--- src/rtl/sio_pkg.sv ---
`default_nettype none
package sio_pkg;
  // ==========================================================
  // Bus and register map
  localparam int ADDR_W = 8;
  localparam logic [7:0] SHIFT_IDX = 8'h01;
  localparam logic [7:0] SHIFT_ADDR = 8'h04;
  localparam logic [7:0] CTRL_ADDR = 8'h08;
  localparam logic [7:0] STAT_ADDR = 8'h0C;
  localparam logic [7:0] MASK_ADDR = 8'h10;
  localparam logic [7:0] PORT_ADDR = 8'h14;
  // ==========================================================
  // Control, status and port fields
  localparam int CTRL_SEL_LO = 0;
  localparam int CTRL_SEL_HI = 1;
  localparam int CTRL_PIN_EN = 2;
  localparam int CTRL_FLOAT = 3;
  localparam int CTRL_GO = 4;
  localparam int STAT_DONE = 0;
  localparam int STAT_BUSY = 1;
  localparam int PORT_DIR_LSB = 4;
  localparam int PORT_PIN_LSB = 8;
  localparam logic [1:0] SEL_EXT = 2'h0;
  localparam logic [1:0] SEL_D16 = 2'h1;
  localparam logic [1:0] SEL_D128 = 2'h2;
  localparam logic [1:0] SEL_D1024 = 2'h3;
  // ==========================================================
  // Reset values
  localparam logic [7:0] SHIFT_RST = 8'h00;
  localparam logic [2:0] LATCH_RST = 3'h7;
  localparam logic [2:0] DIR_RST = 3'h0;
  localparam logic MASK_RST = 1'b0;
  // ==========================================================
  // Timing: shift clock periods and half periods in system clocks
  localparam int DIV16 = 16;
  localparam int DIV128 = 128;
  localparam int DIV1024 = 1024;
  localparam logic [9:0] HALF16 = 10'(DIV16 / 2);
  localparam logic [9:0] HALF128 = 10'(DIV128 / 2);
  localparam logic [9:0] HALF1024 = 10'(DIV1024 / 2);
  localparam logic [2:0] LAST_BIT = 3'h7;
endpackage
`default_nettype wire

--- src/rtl/serial_clock_gen.sv ---
`timescale 1ns/100ps
`default_nettype none
module serial_clock_gen (
  input wire logic sys_clk,
  input wire logic rst_n,
  input wire logic [1:0] sel,
  input wire logic run,
  input wire logic ext_sck,
  output logic sck_r,
  output logic fall_r,
  output logic rise_r
);
  import sio_pkg::*;
  // ==========================================================
  // Divider and external clock sync
  logic [9:0] cnt_r;
  logic [9:0] half;
  logic sync1_r;
  logic sync2_r;
  logic sync3_r;
  logic ext_sel;
  logic wrap;
  assign ext_sel = (sel == SEL_EXT);
  assign half = (sel == SEL_D16) ? HALF16 :
                (sel == SEL_D128) ? HALF128 : HALF1024;
  assign wrap = (cnt_r == half - 10'h001);

  always_ff @(posedge sys_clk or negedge rst_n) begin
    if (!rst_n) begin
      sync1_r <= 1'b1;
      sync2_r <= 1'b1;
      sync3_r <= 1'b1;
    end else begin
      sync1_r <= ext_sck;
      sync2_r <= sync1_r;
      sync3_r <= sync2_r;
    end
  end

  always_ff @(posedge sys_clk or negedge rst_n) begin
    if (!rst_n) begin
      cnt_r <= 10'h000;
      sck_r <= 1'b1;
      fall_r <= 1'b0;
      rise_r <= 1'b0;
    end else if (!run) begin
      cnt_r <= 10'h000;
      sck_r <= 1'b1;
      fall_r <= 1'b0;
      rise_r <= 1'b0;
    end else if (ext_sel) begin
      fall_r <= sync3_r & ~sync2_r;
      rise_r <= ~sync3_r & sync2_r;
    end else begin
      cnt_r <= wrap ? 10'h000 : cnt_r + 10'h001;
      sck_r <= wrap ? ~sck_r : sck_r;
      fall_r <= wrap & sck_r;
      rise_r <= wrap & ~sck_r;
    end
  end
endmodule
`default_nettype wire

--- src/rtl/clocked_serial_shift_port.sv ---
// Behaviour
// Two-bit select: external, /16, /128, /1024
// Internal shift clock driven out on clock pin
// Pin enable hands three pins to serial
// Go starts eight bits at next falling edge
// Setting go clears the done request
// Falling edge puts shift MSB on data-out
// Rising edge shifts, data-in into LSB
// Three-bit counter, eighth clock sets done
// After eight bits go clears itself
// Enable and float bits choose the mode
// Float holds data-out undriven, receive only
// Data-in sampled in every serial mode
// Data-out latch shared with port latch
// Go low: no shifting, plain register
// Shift register at index 01, low byte
// External clock synchronised, edges detected
// Remote gives eight clocks, MSB-first timing
`timescale 1ns/100ps
`default_nettype none
module clocked_serial_shift_port (
  input wire logic sys_clk,
  input wire logic rst_n,
  input wire logic psel,
  input wire logic penable,
  input wire logic pwrite,
  input wire logic [sio_pkg::ADDR_W-1:0] paddr,
  input wire logic [31:0] pwdata,
  output logic [31:0] prdata,
  output logic pready,
  output logic pslverr,
  output logic irq,
  input wire logic port_d_line0_in,
  output logic port_d_line0_out,
  output logic port_d_line0_oe_n,
  input wire logic port_d_line1_in,
  output logic port_d_line1_out,
  output logic port_d_line1_oe_n,
  input wire logic port_d_line2_in,
  output logic port_d_line2_out,
  output logic port_d_line2_oe_n
);
  import sio_pkg::*;
  // ==========================================================
  // State
  logic [7:0] serial_shift_reg_r;
  logic [1:0] clk_sel_r;
  logic serial_pin_enable_r;
  logic tx_output_float_r;
  logic transfer_go_r;
  logic serial_done_request_r;
  logic mask_r;
  logic [2:0] latch_r;
  logic [2:0] dir_r;
  logic [2:0] bit_cnt_r;
  logic pready_r;
  logic pslverr_r;
  logic [31:0] prdata_r;
  logic irq_r;
  logic [2:0] pin_out_r;
  logic [2:0] pin_oe_n_r;
  logic sck;
  logic fall_p;
  logic rise_p;
  // ==========================================================
  // Bus decode
  logic acc;
  logic wr;
  logic rd;
  logic hit_shift;
  logic hit_ctrl;
  logic hit_stat;
  logic hit_mask;
  logic hit_port;
  logic mapped;
  logic go_write;
  logic last_rise;
  logic [31:0] rd_mux;
  logic [2:0] pins_in;
  assign acc = psel & penable & pready_r;
  assign wr = acc & pwrite;
  assign rd = psel & penable & ~pready_r & ~pwrite;
  assign hit_shift = (paddr == SHIFT_ADDR);
  assign hit_ctrl = (paddr == CTRL_ADDR);
  assign hit_stat = (paddr == STAT_ADDR);
  assign hit_mask = (paddr == MASK_ADDR);
  assign hit_port = (paddr == PORT_ADDR);
  assign mapped = hit_shift | hit_ctrl | hit_stat | hit_mask | hit_port;
  assign go_write = wr & hit_ctrl & pwdata[CTRL_GO] &
                    serial_pin_enable_r & ~transfer_go_r;
  assign last_rise = transfer_go_r & rise_p &
                     (bit_cnt_r == LAST_BIT);
  assign pins_in = {port_d_line2_in, port_d_line1_in, port_d_line0_in};
  assign rd_mux = hit_shift ? {24'h0, serial_shift_reg_r} :
    hit_ctrl ? {27'h0, transfer_go_r, tx_output_float_r,
                serial_pin_enable_r, clk_sel_r} :
    hit_stat ? {30'h0, transfer_go_r, serial_done_request_r} :
    hit_mask ? {31'h0, mask_r} :
    hit_port ? {21'h0, pins_in, 1'b0, dir_r, 1'b0, latch_r} : 32'h0;

  // ==========================================================
  // Shift clock source
  serial_clock_gen u_clk (
    .sys_clk(sys_clk),
    .rst_n(rst_n),
    .sel(clk_sel_r),
    .run(transfer_go_r),
    .ext_sck(port_d_line0_in),
    .sck_r(sck),
    .fall_r(fall_p),
    .rise_r(rise_p)
  );

  // ==========================================================
  // APB slave
  always_ff @(posedge sys_clk or negedge rst_n) begin
    if (!rst_n) begin
      pready_r <= 1'b0;
      pslverr_r <= 1'b0;
      prdata_r <= 32'h0;
    end else begin
      pready_r <= psel & penable & ~pready_r;
      pslverr_r <= psel & penable & ~pready_r & ~mapped;
      prdata_r <= rd ? rd_mux : 32'h0;
    end
  end

  // ==========================================================
  // Control, mask and port direction registers
  always_ff @(posedge sys_clk or negedge rst_n) begin
    if (!rst_n) begin
      clk_sel_r <= SEL_EXT;
      serial_pin_enable_r <= 1'b0;
      tx_output_float_r <= 1'b0;
      mask_r <= MASK_RST;
      dir_r <= DIR_RST;
    end else begin
      if (wr & hit_ctrl & ~transfer_go_r) begin
        clk_sel_r <= pwdata[CTRL_SEL_HI:CTRL_SEL_LO];
        serial_pin_enable_r <= pwdata[CTRL_PIN_EN];
        tx_output_float_r <= pwdata[CTRL_FLOAT];
      end
      if (wr & hit_mask) begin
        mask_r <= pwdata[0];
      end
      if (wr & hit_port) begin
        dir_r <= pwdata[PORT_DIR_LSB+2:PORT_DIR_LSB];
      end
    end
  end

  // ==========================================================
  // Transfer control
  always_ff @(posedge sys_clk or negedge rst_n) begin
    if (!rst_n) begin
      transfer_go_r <= 1'b0;
      bit_cnt_r <= 3'h0;
      serial_done_request_r <= 1'b0;
      irq_r <= 1'b0;
    end else begin
      if (go_write) begin
        transfer_go_r <= 1'b1;
      end else if (last_rise) begin
        transfer_go_r <= 1'b0;
      end
      if (go_write) begin
        bit_cnt_r <= 3'h0;
      end else if (transfer_go_r & rise_p) begin
        bit_cnt_r <= bit_cnt_r + 3'h1;
      end
      if (last_rise) begin
        serial_done_request_r <= 1'b1;
      end else if (go_write | (rd & hit_stat)) begin
        serial_done_request_r <= 1'b0;
      end
      irq_r <= (serial_done_request_r | last_rise) & mask_r;
    end
  end

  // ==========================================================
  // Shift register and shared data-out latch
  always_ff @(posedge sys_clk or negedge rst_n) begin
    if (!rst_n) begin
      serial_shift_reg_r <= SHIFT_RST;
      latch_r <= LATCH_RST;
    end else begin
      if (transfer_go_r & rise_p) begin
        serial_shift_reg_r <= {serial_shift_reg_r[6:0],
                               port_d_line2_in};
      end else if (wr & hit_shift & ~transfer_go_r) begin
        serial_shift_reg_r <= pwdata[7:0];
      end
      if (transfer_go_r & fall_p) begin
        latch_r[1] <= serial_shift_reg_r[7];
      end else if (wr & hit_port) begin
        latch_r <= pwdata[2:0];
      end
    end
  end

  // ==========================================================
  // Pin drivers
  always_ff @(posedge sys_clk or negedge rst_n) begin
    if (!rst_n) begin
      pin_out_r <= LATCH_RST;
      pin_oe_n_r <= 3'h7;
    end else if (serial_pin_enable_r) begin
      pin_out_r <= {latch_r[2], latch_r[1], sck};
      pin_oe_n_r[0] <= (clk_sel_r == SEL_EXT);
      pin_oe_n_r[1] <= tx_output_float_r;
      pin_oe_n_r[2] <= 1'b1;
    end else begin
      pin_out_r <= latch_r;
      pin_oe_n_r <= ~dir_r;
    end
  end

  assign prdata = prdata_r;
  assign pready = pready_r;
  assign pslverr = pslverr_r;
  assign irq = irq_r;
  assign port_d_line0_out = pin_out_r[0];
  assign port_d_line1_out = pin_out_r[1];
  assign port_d_line2_out = pin_out_r[2];
  assign port_d_line0_oe_n = pin_oe_n_r[0];
  assign port_d_line1_oe_n = pin_oe_n_r[1];
  assign port_d_line2_oe_n = pin_oe_n_r[2];

  // ==========================================================
  // Checks
  a_go_clears_done: assert property (@(posedge sys_clk)
    disable iff (!rst_n) go_write |=> !serial_done_request_r)
    else $error("done request not cleared by go");
  a_done_at_end: assert property (@(posedge sys_clk)
    disable iff (!rst_n) last_rise |=> serial_done_request_r
      && !transfer_go_r)
    else $error("done not set or go not cleared at end");
  a_go_self_clear: assert property (@(posedge sys_clk)
    disable iff (!rst_n) $fell(transfer_go_r) |->
      $past(bit_cnt_r) == LAST_BIT && $past(rise_p))
    else $error("go cleared before eighth clock");
  a_msb_out: assert property (@(posedge sys_clk)
    disable iff (!rst_n) transfer_go_r && fall_p |=>
      latch_r[1] == $past(serial_shift_reg_r[7]))
    else $error("data-out latch not MSB on falling edge");
  a_lsb_capture: assert property (@(posedge sys_clk)
    disable iff (!rst_n) transfer_go_r && rise_p |=>
      serial_shift_reg_r == {$past(serial_shift_reg_r[6:0]),
                             $past(port_d_line2_in)})
    else $error("shift on rising edge wrong");
  a_idle_no_shift: assert property (@(posedge sys_clk)
    disable iff (!rst_n) !transfer_go_r && !(wr && hit_shift) |=>
      $stable(serial_shift_reg_r))
    else $error("shift register moved while idle");
  a_float_hiz: assert property (@(posedge sys_clk)
    disable iff (!rst_n) serial_pin_enable_r && tx_output_float_r
      |=> port_d_line1_oe_n)
    else $error("data-out driven while floating");
  a_sck_drive: assert property (@(posedge sys_clk)
    disable iff (!rst_n) serial_pin_enable_r && clk_sel_r != SEL_EXT
      |=> !port_d_line0_oe_n && port_d_line0_out == $past(sck))
    else $error("internal clock not driven out");
  a_div16_half: assert property (@(posedge sys_clk)
    disable iff (!rst_n) transfer_go_r && clk_sel_r == SEL_D16
      && !last_rise && $rose(sck) |-> ##8 !sck)
    else $error("divide by 16 half period wrong");
  a_si_pin_input: assert property (@(posedge sys_clk)
    disable iff (!rst_n) serial_pin_enable_r |=> port_d_line2_oe_n)
    else $error("data-in pin driven in serial mode");
  a_gp_port_mode: assert property (@(posedge sys_clk)
    disable iff (!rst_n) !serial_pin_enable_r |=>
      port_d_line1_out == $past(latch_r[1])
      && port_d_line1_oe_n == !$past(dir_r[1]))
    else $error("port mode pin not from latch");
  a_go_needs_pins: assert property (@(posedge sys_clk)
    disable iff (!rst_n) $rose(transfer_go_r) |->
      $past(serial_pin_enable_r))
    else $error("transfer started with pins disabled");
  a_latch_port_write: assert property (@(posedge sys_clk)
    disable iff (!rst_n) wr && hit_port && !(transfer_go_r && fall_p)
      |=> latch_r == $past(pwdata[2:0]))
    else $error("port write missed shared latch");
  a_shift_write: assert property (@(posedge sys_clk)
    disable iff (!rst_n) wr && hit_shift && !transfer_go_r |=>
      serial_shift_reg_r == $past(pwdata[7:0]))
    else $error("shift register write lost");
  a_ext_fall_sync: assert property (@(posedge sys_clk)
    disable iff (!rst_n) clk_sel_r == SEL_EXT && fall_p |->
      $past(port_d_line0_in, 4) && !$past(port_d_line0_in, 3))
    else $error("external fall not from pin edge");
  a_sck_idle_high: assert property (@(posedge sys_clk)
    disable iff (!rst_n) !transfer_go_r |=> sck)
    else $error("shift clock moved while idle");
  a_irq_masked: assert property (@(posedge sys_clk)
    disable iff (!rst_n) !mask_r |=> !irq_r)
    else $error("interrupt raised while masked");
  c_full_transfer: cover property (@(posedge sys_clk)
    disable iff (!rst_n) last_rise);
  c_receive_only: cover property (@(posedge sys_clk)
    disable iff (!rst_n) last_rise && tx_output_float_r);
  c_ext_clock: cover property (@(posedge sys_clk)
    disable iff (!rst_n) last_rise && clk_sel_r == SEL_EXT);
  c_irq: cover property (@(posedge sys_clk)
    disable iff (!rst_n) $rose(irq_r));
  c_port_mode: cover property (@(posedge sys_clk)
    disable iff (!rst_n) wr && hit_port && !serial_pin_enable_r);
endmodule
`default_nettype wire

--- config.mk ---
export PLATFORM = sky130hd
export DESIGN_NAME = clocked_serial_shift_port
export DESIGN_NICKNAME = d
export VERILOG_FILES = /design/src/rtl/sio_pkg.sv /design/src/rtl/serial_clock_gen.sv /design/src/rtl/clocked_serial_shift_port.sv
export SDC_FILE = /design/constraint.sdc
export NUM_CORES = 1
export LEC_CHECK = 0
export BUFFER_PORTS_ARGS = -buffer_cell sky130_fd_sc_hd__buf_2
export CAP_MARGIN = 20
export CORE_MARGIN = 8
export CORE_UTILIZATION = 51
export CTS_BUF_LIST = sky130_fd_sc_hd__clkbuf_16
export CTS_CLUSTER_DIAMETER = 40
export DETAILED_ROUTE_END_ITERATION = 6
export GPL_ROUTABILITY_DRIVEN = 0
export PLACE_DENSITY = 0.79
export SYNTH_ARGS = -nofsm -noshare
export SYNTH_HDL_FRONTEND = slang
export SYNTH_HIERARCHICAL = 1
export SYNTH_SLANG_ARGS = --single-unit
--- constraint.sdc ---
create_clock -name sys_clk -period 1.7 [get_ports sys_clk]
set_input_delay 0.255 -clock sys_clk [delete_from_list [all_inputs] [get_ports sys_clk]]
set_output_delay 0.255 -clock sys_clk [all_outputs]
set_load 0.01 [all_outputs]
---- After elaboration in Yosys (flattened, before gate mapping) ----
Index checks and enable logic that the tools add are counted.
operators by class
  reduce and logical (&&, ||, !) cells .... 8
  muxes and demuxes ....................... 30
  eq/ne operators ......................... 11
  bitwise logic cells ..................... 39
  $add $sub $neg .......................... 3
operators with widths
  kind                   count
  $mux 11                6
  $mux 10                5
  $and 1x1->1            24
  $eq 8x4->1 const B     2
  $eq 8x5->1 const B     2
  $mux 8                 2
  $mux 1                 13
  $add 10x1->10 const B  1
  $eq 10x10->1           1
  $reduce_bool 2->1      5
  $sub 10x1->10 const B  1
  $mux 3                 3
  $eq 8x3->1 const B     1
  $not 1->1              8
  $or 1x1->1             6
  $reduce_and 2->1       2
  $add 3x1->3 const B    1
  $eq 3x3->1 const B     1
  $not 3->3              1
  $eq 2x1->1 const B     1
  $eq 2x2->1 const B     1
  $logic_not 2->1        1
  $mux 2                 1
  $ne 2x1->1 const B     1
  $ne 2x2->1 const B     1
storage, ports and cells
  output and inout port bits .............. 41
  flip-flop bits (word level) ............. 60
  input bits .............................. 48
  logic and storage cells ................. 115

---- Logic depth before layout (Yosys ltp) ----
Gate-level depths: netlist of the first run.
  depth after elaboration ................. 10
  depth in mapped cells ................... 6
  depth with buffers taken out ............ 6

---- By module ----
The synthesis of the first run kept the hierarchy.
modules (own cells, without submodules)
  module                     area an instance (µm²)  instances  cells each  seq. area each (µm²)
  clocked_serial_shift_port  2124.5                  1          186         1112.3
  serial_clock_gen           848.3                   1          77          405.4

---- Worst setup path before layout of the first run ----
No wires, ideal clock.
  path kind ............................... in2reg
  start point ............................. input port paddr[1] in the netlist's numbering
  end point ............................... register mask_r
  data required time ...................... 1.575 ns
  library setup time ...................... 0.125 ns
  path buffers ............................ 0
  path slack .............................. -0.328 ns
  stages on the path ...................... 4
  data arrival time ....................... 1.903 ns
  path through ............................ or4_4 or3b_2 nor4_1 mux2_2
on the way
  cells in the longest elaborated chain, start to end .. 2
RTL lines
  what                  RTL line                          text
  start, declared       clocked_serial_shift_port.sv:27   input wire logic [sio_pkg::ADDR_W-1:0] paddr,
  $eq 8x5->1            clocked_serial_shift_port.sv:86   assign hit_mask = (paddr == MASK_ADDR);
  $and 1x1->1           clocked_serial_shift_port.sv:143  if (wr & hit_mask) begin
  end signal, assigned  clocked_serial_shift_port.sv:144  mask_r <= pwdata[0];
  end, declared         clocked_serial_shift_port.sv:52   logic mask_r;
No other way between the ends.
A chain may end at the register's enable or synchronous reset.

---- Worst setup path after layout of the first run ----
  start point ............................. input port paddr[1] in the netlist's numbering
  end point ............................... register serial_shift_reg_r[7]
on the way
  cells in the longest elaborated chain, start to end .. 4
RTL lines
  what                         RTL line                          text
  $eq 8x3->1                   clocked_serial_shift_port.sv:83   assign hit_shift = (paddr == SHIFT_ADDR);
  $and 1x1->1 (2 in a row)     clocked_serial_shift_port.sv:190  end else if (wr & hit_shift & ~transfer_go_r) begin
  $reduce_bool 2->1 (no line)  --
  end signal, assigned         clocked_serial_shift_port.sv:188  serial_shift_reg_r <= {serial_shift_reg_r[6:0],
  end signal, assigned         clocked_serial_shift_port.sv:191  serial_shift_reg_r <= pwdata[7:0];
  end, declared                clocked_serial_shift_port.sv:46   logic [7:0] serial_shift_reg_r;
No other way between the ends.

==> metrics.txt, run 1 <==
reg2reg end=u_clk/cnt_r[0]$_DFFE_PN0P_; row cnt=28; first-pass GRT wire length=~12 mm; CTS tree=built; final number of setup-violating endpoints=5; min-delay src=port_d_line0_in; initial core utilization=roughly half; WL final=between 7 and 8 mm; clock skew=0.00561 ns; HP Class=input pin to register; R2R depth=6; FFs w/ async S/R, synth=100%; diode count=0; Crit Path Class=input pin to register; largest net degree at the start of global routing=about 60; DR vias=between 2000 and 2500; status=finished, violations left; worst reg2reg setup slack=about 0.090 ns; Clock Path Buffers=2; core region area=between 5000 and 6000 um^2; grt ovf=0; main flop type after synthesis=dfrtp_1; Unique masters post-synth=between 50 and 60; Layout Nets=between 300 and 400; gate count after technology mapping=263; required time worst endpoint=1.96 ns; initial antenna violation count=0; Hold WS=about 0.032 ns; CP startpoint kind=input pin; Syn. warnings=6; routed length per instance=17.1 um; Slew headroom=approximately 64%; Via density=5.48; PD cells=893 nW/um^2; synth top area cells=dfrtp_1 (40%), dfstp_2 (11%), buf_4 (5.3%), mux2_2 (4.5%), o221a_1 (3.0%); drt drc=0; die width=92.4 um; Hold Path Stages=1; Die Ht=around 90 um; vias in the first global route=between 2000 and 2500; area of the multi-input gates=between 1000 and 1500 um^2; post-route ant nets=0; H-tree Lvls=3; CP endpoint kind=register; Min-Delay Endpoint=u_clk/sync1_r$_DFF_PN1_; most frequent CP cell=buf_6; failing checks=setup timing; final hold vios=0; peak supply drop=~0.64 mV; area grow syn2layout=28.9%; TritonCTS buffer count=9; drt pass-1 iters=4; layout cell share with drive strength beyond 1=between 40 and 50%; crit path cell chain=buf_6 -> or4_4 -> or3_4 -> o41ai_4 -> buf_6 -> o221a_1; Critical R2R Launch=clk_sel_r[0]$_DFFE_PN0P_; leakage power=roughly 0.0018 uW; slowest cell delay on critical path=about 0.55 ns; post-synthesis sequential area ratio=51.1%; Worst-path clk slew=0.05 ns; crit-path leading delay family=simple AND/OR/NAND/NOR gates; GRT Util Overall=between 10% and 20%; Min Clock Period, post-route=about 1.7 ns; crit path max fanout=8; Avg Inst Size Synth=approximately 11 um^2; Final Slew Violations=0; Fill cells=430; pre-CTS setup slack=-0.449 ns; worst path arrival time=1.99 ns; Post-synth EDFFs=0; Worst Path Buf+Inv=2; RSZ-0062 raised after global routing=yes; DRT iter0 DRCs=about 170; Clock Latency Late Sink=0.33 ns; max-cap violations=0; num ports=89; Worst path slowest cell=or4_4; mapped cell area=roughly 3000 um^2; crit share post-route=101%; Reg area=between 1500 and 2000 um^2; Synth Register Bits=60; dpl hpwl=between 5 and 6 mm; top-area cell type share of the netlist area=between 30% and 40%; fmax=580 MHz; commonest non-fill, non-tap cells in the layout=dfrtp_1 (47), buf_2 (41), buf_4 (26), conb_1 (21), nand2_1 (15); clock root buffer=clkbuf_16; leading area contributor after synthesis=dfrtp_1; slew at the pin closest to its max-slew limit=0.535 ns; Die Area=approximately 8500 um^2; commonest non-fill, non-tap cell in the layout=dfrtp_1; final worst slack=-0.0231 ns; I/O Buffers=43; clock sinks=60
## cells in the mapped netlist, types with 2 or more instances
library cell	n
o21ai_0	5
inv_1	7
nand2_1	16
o221a_1	8
ha_1	5
a22o_1	2
nor4_1	4
and4b_1	2
a32o_1	2
or2_2	7
or3_1	3
nand2b_1	4
or3b_2	2
a21oi_1	3
nand4_1	2
mux2_2	12
o32ai_1	3
a21o_1	2
and2_1	5
clkbuf_1	6
o31ai_1	4
nor2b_1	2
nor4b_2	2
xor2_1	3
nor3_1	10
buf_2	2
or4_4	2
buf_4	21
nand3_1	11
a22oi_1	3
dfrtp_1	47
dfstp_2	13
nor2_1	15
xnor2_1	5
nand3_2	2
## worst max-delay path by stage
stage	slack [ns]	from	cells after the start	to
2_1_floorplan	-0.28	paddr[1]	5	serial_shift_reg_r[0]$_DFFE_PN0P_
3_3_place_gp	-0.39	paddr[1]	6	serial_shift_reg_r[6]$_DFFE_PN0P_
3_5_place_dp	-0.45	paddr[1]	6	serial_shift_reg_r[4]$_DFFE_PN0P_
4_1_cts	-0.02	paddr[1]	6	serial_shift_reg_r[1]$_DFFE_PN0P_
5_1_grt	-0.08	paddr[1]	6	serial_shift_reg_r[1]$_DFFE_PN0P_
6_report	-0.02	paddr[1]	6	serial_shift_reg_r[7]$_DFFE_PN0P_
## layer usage
layer | global-route usage [%] | up-vias | share of wire (%)
li1 | - | 1061 | -
met1 | 20.5 | 1116 | 41
met2 | 27.6 | 86 | 49
met3 | 6.15 | 15 | 8.4
met4 | 7.38 | 0 | 1.7
met5 | 0 | - | 0
## layout make-up
cell class                 instances  area share, %
clock inverter                     7           1.99
timing repair buffer              72           12.1
sequential                        60           39.6
clock buffer                       9           5.88
tap                               75           2.45
inverter                           7          0.686
multi-input combinational        186           37.3
## worst reg2reg max path, cell delays in order (launching register included)
cell	delay, ns
dfrtp_1	0.38
inv_1	0.06
ha_1	0.31
and4b_1	0.33
o22ai_1	0.11
nor3_2	0.17
o21ai_0	0.13
## power by group
part           total [uW]  switching (uW)  leakage [uW]  internal [uW]
clock                1800             662      0.000142           1140
combinational         169             110      0.000842           58.6
sequential           1450            9.02      0.000768           1450
## timing repair
item	in CTS	in global routing
pin swaps	2	5
gates cloned	0	0
gates resized for setup	6	12
hold buffers	1	0
setup endpoints to repair	17	31
setup buffers	1	1
endpoints found under the hold margin	47	0
## stage by stage
| step | utilization [%] | cells | instance area, um^2 | TNS [ns] | power, uW |
|---|---|---|---|---|---|
| after floorplan | - | 283 | 3080 | -4.01 | 1570 |
| after global placement | 58.8 | 397 | 3400 | -9.54 | 1630 |
| after detailed placement | 58.8 | 397 | 3400 | -10.79 | 1630 |
| after CTS | 64.9 | 415 | 3750 | -0.0866 | 3450 |
| after global routing | 66.3 | 416 | 3830 | -0.655 | 3520 |
| final | 66.3 | 416 | 3830 | -0.0637 | 3420 |
## registers in the layout, indices dropped and copies added, names as in the netlist, 2 cells and up
register,flops
bit_cnt_r,3
clk_sel_r,2
dir_r,3
latch_r,3
pin_oe_n_r,3
pin_out_r,3
prdata,11
serial_shift_reg_r,8
u_clk/cnt_r,10
## kinds of logic (layout without fill, tap and decap cells)
group / Yosys count / count (layout) / synth area share [%]
AO/OA/AOI/OAI: 41 / 41 / 12.2
buffers and inverters: 37 / 95 / 7.66
adder cells (fa/ha/maj): 5 / 5 / 2.10
AND/OR/NAND/NOR: 98 / 98 / 19.7
flip-flops: 60 / 60 / 51.1
multiplexers: 13 / 13 / 4.88
XOR/XNOR: 8 / 8 / 2.36
other: 1 / 21 / 0.126
No activity file was read; power rests on OpenSTA's default activity.
==> run 2, diff against run 1 <==
Settings changed: CORE_UTILIZATION 51 to 45, PLACE_DENSITY 0.79 to 0.71.
==> run 2 against run 1 <==
  * The run still ends with setup timing left
  * Power increased by 8.2%
  * Final cell count increased by 0.48%
  * Combinational power decreased by 5%
  * Sequential power about the same
  * First-iteration DRC count decreased by 50%
  * Global-route usage decreased by 1.4 points
  * Design area about the same
  * Routed wire length decreased by 0.18%
  * Core utilization decreased by 6.2 points
  * Clock power increased by 16%
  * Setup slack improved by 0.0087 ns
  * Largest cell class unchanged
  * Largest power group unchanged
  * Highest routed layer unchanged
==> metrics.txt, run 2 (same netlist as run 1, synthesis figures left out) <==
placed inst area=around 3400 um^2; core region area=roughly 6400 um^2; CP startpoint kind=input pin; clock sinks=60; Crit Path Class=input pin to register; Final Slew Violations=0; WL final=roughly 7.1 mm; initial core utilization=46.6%; H-tree Lvls=3; grt ovf=0; DR vias=~2200; die width=a little under 100 um; drt drc=0; layout cell share with drive strength beyond 1=between 40 and 50%; clock skew=about 0.0039 ns; Slew headroom=64.9%; slew at the pin closest to its max-slew limit=0.523 ns; Clock Latency Late Sink=between 0.3 and 0.4 ns; commonest non-fill, non-tap cells in the layout=dfrtp_1 (47), buf_2 (42), buf_4 (26), conb_1 (21); Hold Path Stages=1; PD cells=a little under 1000 nW/um^2; row cnt=29; Crit path depth=5; Via density=about 5.4; Fin Setup TNS=-0.0143 ns; routed length per instance=approximately 17 um; total power=between 3000 and 4000 uW; Die Area=between 9000 and 10000 um^2; dpl hpwl=around 5.3 mm; final number of setup-violating endpoints=1; initial antenna violation count=0; Worst Path Buf+Inv=1; fmax=approximately 600 MHz; Die Ht=97.3 um; Min Clock Period, post-route=between 1.5 and 2 ns; crit path cell chain=buf_6 -> or4_4 -> or3b_4 -> o32ai_1 -> o311a_2; post-route ant nets=0; RSZ-0062 raised after global routing=yes; crit-path leading delay family=simple AND/OR/NAND/NOR gates; diode count=0; I/O Buffers=43; slowest cell delay on critical path=0.55 ns; Layout Nets=about 390; status=finished, violations left; Clock Path Buffers=2; max-cap violations=0; R2R depth=5; peak supply drop=between 0.8 and 0.9 mV; DRT iter0 DRCs=slightly above 80; GRT Util Overall=around 16%; area grow syn2layout=29.0%; largest net degree at the start of global routing=61; leakage power=approximately 0.0017 uW; failing checks=setup timing; Worst path slowest cell=or4_4; crit share post-route=101%; Hold WS=0.0348 ns; num ports=89; fin area=between 3000 and 4000 um^2; CTS tree=built; drt pass-1 iters=4; CP endpoint kind=register; required time worst endpoint=just under 2 ns; final worst slack=-0.0143 ns; commonest non-fill, non-tap cell in the layout=dfrtp_1; max reg flops=11; vias in the first global route=2540; final hold vios=0; TritonCTS buffer count=9; worst path arrival time=just under 2 ns; clock root buffer=clkbuf_16; HP Class=input pin to register; first-pass GRT wire length=roughly 12 mm; Worst-path clk slew=0.05 ns; crit path max fanout=4
## run 2: layout make-up
class,instances,area (um^2)
Inverter,7,26.3
Clock inverter,7,125
Tap cell,77,96.3
Timing Repair Buffer,72,467
Fill cell,514,2550
Clock buffer,9,225
Multi-Input combinational cell,186,1380
Sequential cell,60,1520
## run 2: where the power goes
group / switching [uW] / total, uW / internal [uW]
Sequential: 8.64 / 1450 / 1450
Clock: 652 / 2090 / 1440
Combinational: 106 / 160 / 54.1
Total: 767 / 3710 / 2940
## run 2: timing repair
action,CTS,global route
hold buffers,1,0
hold endpoints to repair,47,0
resized for setup,5,4
endpoints found under the setup margin,18,27
setup buffers,2,0
pin swaps,8,2
## run 2: final timing paths
check / start / end / slack, ns
max: paddr[6] / prdata[0]$_DFF_PN0_ / -0.01
min: port_d_line0_in / u_clk/sync1_r$_DFF_PN1_ / 0.03
max reg2reg: clk_sel_r[0]$_DFFE_PN0P_ / u_clk/sck_r$_DFFE_PN1P_ / 0.09
min reg2reg: u_clk/sync1_r$_DFF_PN1_ / u_clk/sync2_r$_DFF_PN1_ / 0.35
max in group asynchronous: rst_n / u_clk/sync3_r$_DFF_PN1_ / 0.93
min in group asynchronous: rst_n / prdata[2]$_DFF_PN0_ / 0.47
## run 2: through the flow
| stage | util (%) | std cells | setup WS [ns] |
|---|---|---|---|
| 4_1_cts | 59.7 | 418 | -0.00272 |
| 3_3_place_gp | 53.4 | 399 | -0.404 |
| 3_5_place_dp | 53.4 | 399 | -0.429 |
| 5_1_grt | 60.1 | 418 | -0.0262 |
| 6_report | 60.1 | 418 | -0.0143 |
| 2_1_floorplan | - | 283 | -0.284 |
## run 2: per-layer routing
layer	share of wire, %	wire length [um]	track usage (%)	vias to the layer above
met4	2.8	198	6.41	0
met5	0	0	0	-
met3	7.1	502	7.47	17
met1	40	2880	17.3	1099
met2	50	3540	25.8	76
li1	-	-	-	1057
